`src/logic/port_pair_regs.vh`:
```
// Register offsets, fields, reset values and timing counts of the port pair
`ifndef PORT_PAIR_REGS_VH
`define PORT_PAIR_REGS_VH

// ============================================================
// Register byte addresses (printed offsets not all word aligned)
`define IDX_INPUT_PIN_LEVELS 8'h03
`define IDX_OUTPUT_PORT_DATA 8'h01
`define IDX_PORT_PAIR_CONTROL 8'h04
`define IDX_IRQ_STATUS 8'h05
`define IDX_IRQ_MASK 8'h06
`define ADDR_INPUT_PIN_LEVELS 12'h00C
`define ADDR_OUTPUT_PORT_DATA 12'h004
`define ADDR_PORT_PAIR_CONTROL 12'h010
`define ADDR_IRQ_STATUS 12'h014
`define ADDR_IRQ_MASK 12'h018

// ============================================================
// Control fields
`define CTL_INPUT_MODE_BIT 0
`define CTL_OUTPUT_DRIVE_BIT 1
`define CTL_PULL_DIR_BIT 2
`define CTL_RESET 3'h0
`define OUT_DATA_RESET 4'h0
`define IRQ_LEVEL_BIT 0
`define IRQ_MASK_RESET 1'h0

// ============================================================
// Timing
`define CLK_PERIOD_NS 10
`define SAMPLE_RATE_HZ 64
`define SAMPLE_CYCLES (1000000000 / (`SAMPLE_RATE_HZ * `CLK_PERIOD_NS))
`define MC_STATE_CYCLES 4

`endif

```
`src/logic/input_output_port_pair.v`:
```
// Input port, output port, control and level-change interrupt over AHB-Lite
// ============================================================
// Summary of operation
// - The input level register is read-only and shows each pin, 1 high.
// - A 4-bit output data register drives the four output pins.
// - Reset clears the output data register to zero.
// - Written output data reaches the pins in the second half of a state.
// - Read data is latched mid-state, before the data phase answers.
// - Input pins share one mode: pull-up, pull-down or high impedance.
// - Output pins share one drive: push-pull or open drain.
// - A change in the OR of input levels raises an interrupt request when unmasked.
// - The two lowest input pins feed the capture trigger outputs.
// - Input mode bit 1 gives high impedance, 0 connects a pull.
// - Pull direction bit 1 pulls down, 0 pulls up, reset value 0.
// - Drive bit 1 gives open drain, 0 push-pull, reset value 0.
// - OR of input pins sampled at each 64 Hz tick; a change sets flag.
//
// Added by the designer: the AHB-Lite interface to the registers.
`timescale 1ns/1ps
`default_nettype none
`include "port_pair_regs.vh"
module input_output_port_pair #(
    parameter integer SAMPLE_CYCLES = `SAMPLE_CYCLES
) (
    input wire hclk,
    input wire hresetn,
    input wire hsel,
    input wire [11:0] haddr,
    input wire [1:0] htrans,
    input wire hwrite,
    input wire [2:0] hsize,
    input wire [31:0] hwdata,
    input wire hready,
    output wire hreadyout,
    output reg [31:0] hrdata,
    output wire hresp,
    input wire [3:0] in_pins,
    output wire [3:0] out_pins_o,
    output wire [3:0] out_pins_oe_n,
    output wire pull_up_en,
    output wire pull_down_en,
    output wire [1:0] capture_trigger,
    output wire irq
);
    // ============================================================
    // Synchroniser and divider
    reg [3:0] sync1_q;
    reg [3:0] sync2_q;
    wire sample_tick;
    wire half_tick;

    always @(posedge hclk or negedge hresetn) begin
        if (!hresetn) begin
            sync1_q <= 4'h0;
            sync2_q <= 4'h0;
        end else begin
            sync1_q <= in_pins;
            sync2_q <= sync1_q;
        end
    end

    sample_tick_gen #(
        .SAMPLE_CYCLES(SAMPLE_CYCLES),
        .STATE_CYCLES(`MC_STATE_CYCLES)
    ) u_tick (
        .hclk(hclk),
        .hresetn(hresetn),
        .sample_tick(sample_tick),
        .half_tick(half_tick)
    );

    // ============================================================
    // Bus slave: one-hot phase machine
    localparam [3:0] ST_IDLE = 4'b0001;
    localparam [3:0] ST_WAIT = 4'b0010;
    localparam [3:0] ST_DONE = 4'b0100;
    localparam [3:0] ST_RESV = 4'b1000;

    reg [3:0] state_q;
    reg [3:0] state_d;
    reg [11:0] addr_q;
    reg write_q;
    reg [3:0] out_data_q;
    reg [2:0] ctl_q;
    reg status_q;
    reg mask_q;
    reg last_or_q;
    reg [3:0] out_pend_q;
    reg out_pend_v_q;

    wire take = hsel && hready && htrans[1];
    wire level_or = |sync2_q;
    wire level_event = sample_tick && (level_or != last_or_q);
    wire status_rd = (state_q == ST_WAIT) && half_tick && !write_q &&
        (addr_q == `ADDR_IRQ_STATUS);

    function [31:0] read_mux;
        input [11:0] a;
        begin
            case (a)
                `ADDR_INPUT_PIN_LEVELS: read_mux = {28'h0, sync2_q};
                `ADDR_OUTPUT_PORT_DATA: read_mux = {28'h0, out_data_q};
                `ADDR_PORT_PAIR_CONTROL: read_mux = {29'h0, ctl_q};
                `ADDR_IRQ_STATUS: read_mux = {31'h0, status_q};
                `ADDR_IRQ_MASK: read_mux = {31'h0, mask_q};
                default: read_mux = 32'h0;
            endcase
        end
    endfunction

    always @* begin
        case (state_q)
            ST_IDLE: state_d = take ? ST_WAIT : ST_IDLE;
            // Wait for mid-state strobe, so answers align with states
            ST_WAIT: state_d = half_tick ? ST_DONE : ST_WAIT;
            ST_DONE: state_d = take ? ST_WAIT : ST_IDLE;
            default: state_d = ST_IDLE;
        endcase
    end

    assign hreadyout = (state_q != ST_WAIT);
    assign hresp = 1'b0;

    always @(posedge hclk or negedge hresetn) begin
        if (!hresetn) begin
            state_q <= ST_IDLE;
            addr_q <= 12'h0;
            write_q <= 1'b0;
            hrdata <= 32'h0;
            out_data_q <= `OUT_DATA_RESET;
            ctl_q <= `CTL_RESET;
            mask_q <= `IRQ_MASK_RESET;
            out_pend_q <= 4'h0;
            out_pend_v_q <= 1'b0;
        end else begin
            state_q <= state_d;
            // Pending data lands even while another transfer waits
            if (out_pend_v_q && half_tick) begin
                out_data_q <= out_pend_q;
                out_pend_v_q <= 1'b0;
            end
            if (take && state_q != ST_WAIT) begin
                addr_q <= haddr;
                write_q <= hwrite;
            end
            if (state_q == ST_WAIT && half_tick) begin
                if (!write_q)
                    hrdata <= read_mux(addr_q);
                else begin
                    case (addr_q)
                        `ADDR_OUTPUT_PORT_DATA: begin
                            out_pend_q <= hwdata[3:0];
                            out_pend_v_q <= 1'b1;
                        end
                        `ADDR_PORT_PAIR_CONTROL: ctl_q <= hwdata[2:0];
                        `ADDR_IRQ_MASK: mask_q <= hwdata[0];
                        default: ;
                    endcase
                end
            end
        end
    end

    // ============================================================
    // Level change interrupt
    always @(posedge hclk or negedge hresetn) begin
        if (!hresetn) begin
            last_or_q <= 1'b0;
            status_q <= 1'b0;
        end else begin
            if (sample_tick)
                last_or_q <= level_or;
            // Set wins over read-clear
            if (level_event)
                status_q <= 1'b1;
            else if (status_rd)
                status_q <= 1'b0;
        end
    end

    assign irq = status_q & mask_q;

    // ============================================================
    // Pad controls
    wire hiz_mode = ctl_q[`CTL_INPUT_MODE_BIT];
    wire pull_dn = ctl_q[`CTL_PULL_DIR_BIT];
    wire open_drain = ctl_q[`CTL_OUTPUT_DRIVE_BIT];

    assign pull_up_en = !hiz_mode && !pull_dn;
    assign pull_down_en = !hiz_mode && pull_dn;
    assign out_pins_o = open_drain ? 4'h0 : out_data_q;
    // Open drain only drives for a zero bit
    assign out_pins_oe_n = open_drain ? out_data_q : 4'h0;
    assign capture_trigger = sync2_q[1:0];
endmodule // input_output_port_pair
`default_nettype wire

```
`src/logic/sample_tick_gen.v`:
```
// Divider making the 64 Hz one-cycle sampling strobe and state phases
`timescale 1ns/1ps
`default_nettype none
module sample_tick_gen #(
    parameter integer SAMPLE_CYCLES = 1562500,
    parameter integer STATE_CYCLES = 4
) (
    input wire hclk,
    input wire hresetn,
    output reg sample_tick,
    output reg half_tick
);
    reg [31:0] cnt_q;
    reg [7:0] phase_q;

    always @(posedge hclk or negedge hresetn) begin
        if (!hresetn) begin
            cnt_q <= 32'h0;
            phase_q <= 8'h0;
            sample_tick <= 1'b0;
            half_tick <= 1'b0;
        end else begin
            sample_tick <= (cnt_q == SAMPLE_CYCLES - 1);
            if (cnt_q == SAMPLE_CYCLES - 1)
                cnt_q <= 32'h0;
            else
                cnt_q <= cnt_q + 32'h1;
            // Second half of a state: a mid-state strobe
            half_tick <= (phase_q == STATE_CYCLES / 2 - 1);
            if (phase_q == STATE_CYCLES - 1)
                phase_q <= 8'h0;
            else
                phase_q <= phase_q + 8'h1;
        end
    end
endmodule // sample_tick_gen
`default_nettype wire

```
`config.mk`:
```
export PLATFORM = sky130hd
export DESIGN_NAME = input_output_port_pair
export DESIGN_NICKNAME = d
export VERILOG_FILES = /design/src/logic/input_output_port_pair.v /design/src/logic/sample_tick_gen.v
export VERILOG_INCLUDE_DIRS = /design/src /design/src/logic
export SDC_FILE = /design/constraint.sdc
export NUM_CORES = 1
export LEC_CHECK = 0
export BUFFER_PORTS_ARGS = -buffer_cell sky130_fd_sc_hd__buf_2
export CAP_MARGIN = 20
export CORE_UTILIZATION = 45
export DETAILED_ROUTE_END_ITERATION = 12
export HOLD_SLACK_MARGIN = 0.15
export PLACE_DENSITY_LB_ADDON = 0.12
export SLEW_MARGIN = 20
export SYNTH_ARGS = -nofsm -noshare
export SYNTH_HDL_FRONTEND = slang
export SYNTH_SLANG_ARGS = --single-unit
```
`constraint.sdc`:
```
create_clock -name hclk -period 1.9 [get_ports hclk]
set_input_delay 0.095 -clock hclk [delete_from_list [all_inputs] [get_ports hclk]]
set_output_delay 0.095 -clock hclk [all_outputs]
set_load 0.02 [all_outputs]
```
==> results.yml <==
synth:
  mappedNetlistArea_sq_um: 4050
  yosys_warnings: 0
  synth_edf_count: 0
  synthSimpleGateAreaFrac: 0.197
  yosysUniqueCellTypes: 50
  synth_compound_area_frac: 0.0389
  synthCells: 362
  synthMuxAreaShare: 0.0846
  synth_flop_cell: "dfrtp_1"
  yosys.area_share.adder: 0.00926
  avgSynthCellArea_sq_um: 11.2
  synth_seq_cells: 85
  synth-xor-area-share: 0.0692
  synth_top_family_by_area: "simple AND/OR/NAND/NOR gates"
  synthArstFlopShare: 1.00
  ys_seq_area_frac: 0.525
sta:
  tightest_slew_ps: 552
  fin_crit_sh: 1.02
  worst_slack_ps: -41.7
  setup_violations: 12
  finalHoldViolations: 0
  final_max_slew_viol_count: 0
  rsz0062_at_grt: "true"
  finalClockSkew_ps: 8.50
  finalWorstPathRequiredPeriod_ps: 1940
  relSlewSlack: 0.632
  fin_setup_tns_ps: -386
  max_freq_mhz: 515
grt:
  grt_pass1_wl_um: 12600
  overflow: 0
  grt_max_degree: 42
  first_global_vias: 2731
  antenna_found_initial: 0
  track_usage: 0.164
die:
  start_util: 0.465
  fp.dieArea_sq_um: 9390
  io_pins: 105
  core_area_sq_um: 8720
  num_rows: 34
  fp.dieW_um: 96.9
  die_h_um: 96.9
clock_tree:
  clkSlewWorstSetupHoldPaths_ps: 90
  cts_buffer_depth: 2
  cts_buffers: 9
  cts_tree: "done"
  cts_root_buffer: "clkbuf_8"
  clock_sinks: 85
  cts.htree.levels: 3
  worst_skew_pair.late_latency_ps: 350
detailed_routing:
  vias: 2794
  ant_nets: 0
  drt_wl_total_um: 7390
  drc: 0
  routedWlPerCell_um: 13.1
  drt_iter0_drc: 59
  first_pass_iters: 4
  routed_via_density: 4.95
run_status:
  violations: "negative setup slack"
  outcome: "finished, violations left"
worst_setup_path:
  worst-path-max-fanout: 8
  rr_worst_depth: 5
  worst_setup_path_end_kind: "register"
  critPathRequiredTime_ps: 2140
  crit_arrival_ps: 2180
  cp-start-kind: "register"
  crit_type: "register to register"
min_path:
  holdPathStages: 3
  hold_path.class: "input pin to register"
final_layout:
  final_common_cell: "dfrtp_1"
  area_delta_synth_final_pct: 20.4
  final_cell_area_sq_um: 4880
  drive_gt1_frac: 0.280
  antenna_cells: 0
  final_cell_mix: "dfrtp_1, buf_2, xnor2_1, conb_1, mux2_2"
  fill_cells: 750
  nNetsFinal: 513
power:
  power_density_nw_per_um2: 699
  p_leak_uw: 0.00224
  peakVddDrop_mv: 0.403
placement:
  portBuffers: 43
  hpwlAfterDp_um: 5160
  gp_congestion: 0.810
  place_area_sq_um: 4420
job:
  cap_violations: 0
synthesized netlist by cell type, drive strengths merged (2+ instances only):
cell type	instances	area share
ha	3	0.0093
mux2	26	0.072
xor2	3	0.0065
a21oi	9	0.011
and4	4	0.0090
and2	9	0.014
or2	5	0.0077
a31oi	2	0.0031
nor2	19	0.018
inv	8	0.0074
and3	6	0.0096
nand4b	2	0.0043
o22ai	2	0.0031
nor2b	6	0.0093
nand4	12	0.020
o31ai	4	0.0074
o41ai	2	0.0043
dfrtp	84	0.52
nor4	10	0.017
clkbuf	4	0.0037
buf	35	0.064
nand3	13	0.016
nand2	22	0.020
nand2b	4	0.0062
o21ai	5	0.0062
xnor2	29	0.063
mux2i	5	0.012
or4	3	0.0056
nor3	13	0.020
or3	2	0.0031
power breakdown:
group	switching, uW	internal [uW]	leakage, uW
clock	671	484	0.0000755
sequential	58.8	1870	0.00112
combinational	172	147	0.00105
area by class of cell:
cell class / count / area, sq um / area share
tap: 108 / 135 / 0.0277
clock inverter: 6 / 47.5 / 0.00975
clock buffer: 10 / 128 / 0.0262
inverter: 8 / 30.0 / 0.00616
multi-input combinational: 258 / 1770 / 0.362
sequential: 85 / 2130 / 0.436
timing repair buffer: 90 / 642 / 0.132
through the flow:
| step | total power, uW | utilization | hold WS, ps | setup WS, ps | cells |
|---|---|---|---|---|---|
| final | 3410 | 0.559 | 195 | -41.7 | 565 |
| after global routing | 3570 | 0.559 | 180 | -104 | 565 |
| after CTS | 3430 | 0.556 | 177 | -32.4 | 564 |
| after detailed placement | 2230 | 0.507 | 114 | -37.0 | 525 |
| after global placement | 2230 | 0.507 | 108 | -15.5 | 525 |
| after floorplan | 2170 | - | -201 | -12.0 | 390 |
flip-flops by register name (all words and copies together), names as in the netlist:
register            cells
u_tick.cnt_q           32
addr_q                 12
u_tick.phase_q          8
hrdata                  4
out_data_q              4
out_pend_q              4
sync1_q                 4
sync2_q                 4
ctl_q                   3
state_q                 3
last_or_q               1
mask_q                  1
out_pend_v_q            1
status_q                1
u_tick.half_tick        1
u_tick.sample_tick      1
write_q                 1
worst paths after layout:
path | startpoint | to | slack, ps
max in group asynchronous | hresetn | u_tick.cnt_q[24] | 1040
min in group asynchronous | hresetn | addr_q[7] | 250
max | u_tick.cnt_q[24] | u_tick.cnt_q[14] | -40
min reg2reg | sync1_q[2] | sync2_q[2] | 350
min | hready | state_q[0] | 200
max reg2reg | u_tick.cnt_q[24] | u_tick.cnt_q[14] | -40
layer usage:
layer  wire length [um]  vias to the layer above  track usage
met5                  0                        -            0
met4                131                        0       0.0540
li1                   -                     1388            -
met2               3630                       45        0.272
met3                186                       13       0.0354
met1               3450                     1348        0.214
critical path, cell delays in order, from the launching register on:
cell,delay [ps]
dfrtp_1,390
or4_1,530
or4b_4,530
nor3_4,160
buf_6,160
nor2_1,60
cell families after synthesis:
family / after synthesis
and+or+nand+nor: 137
xor gates and xnor gates: 32
DFF: 85
buffers and inverters: 47
other: 1
muxes: 31
AOI/OAI and AO/OA: 26
adders and majority gates: 3
timing repair:
item,in CTS,in global routing
buffers inserted,1,1
endpoints found under the hold margin,96,0
pin swaps,4,3
endpoints found under the setup margin,19,22
gates resized for setup,5,3
hold buffers,22,0
Note: power is estimated with default switching activity, not from simulation.
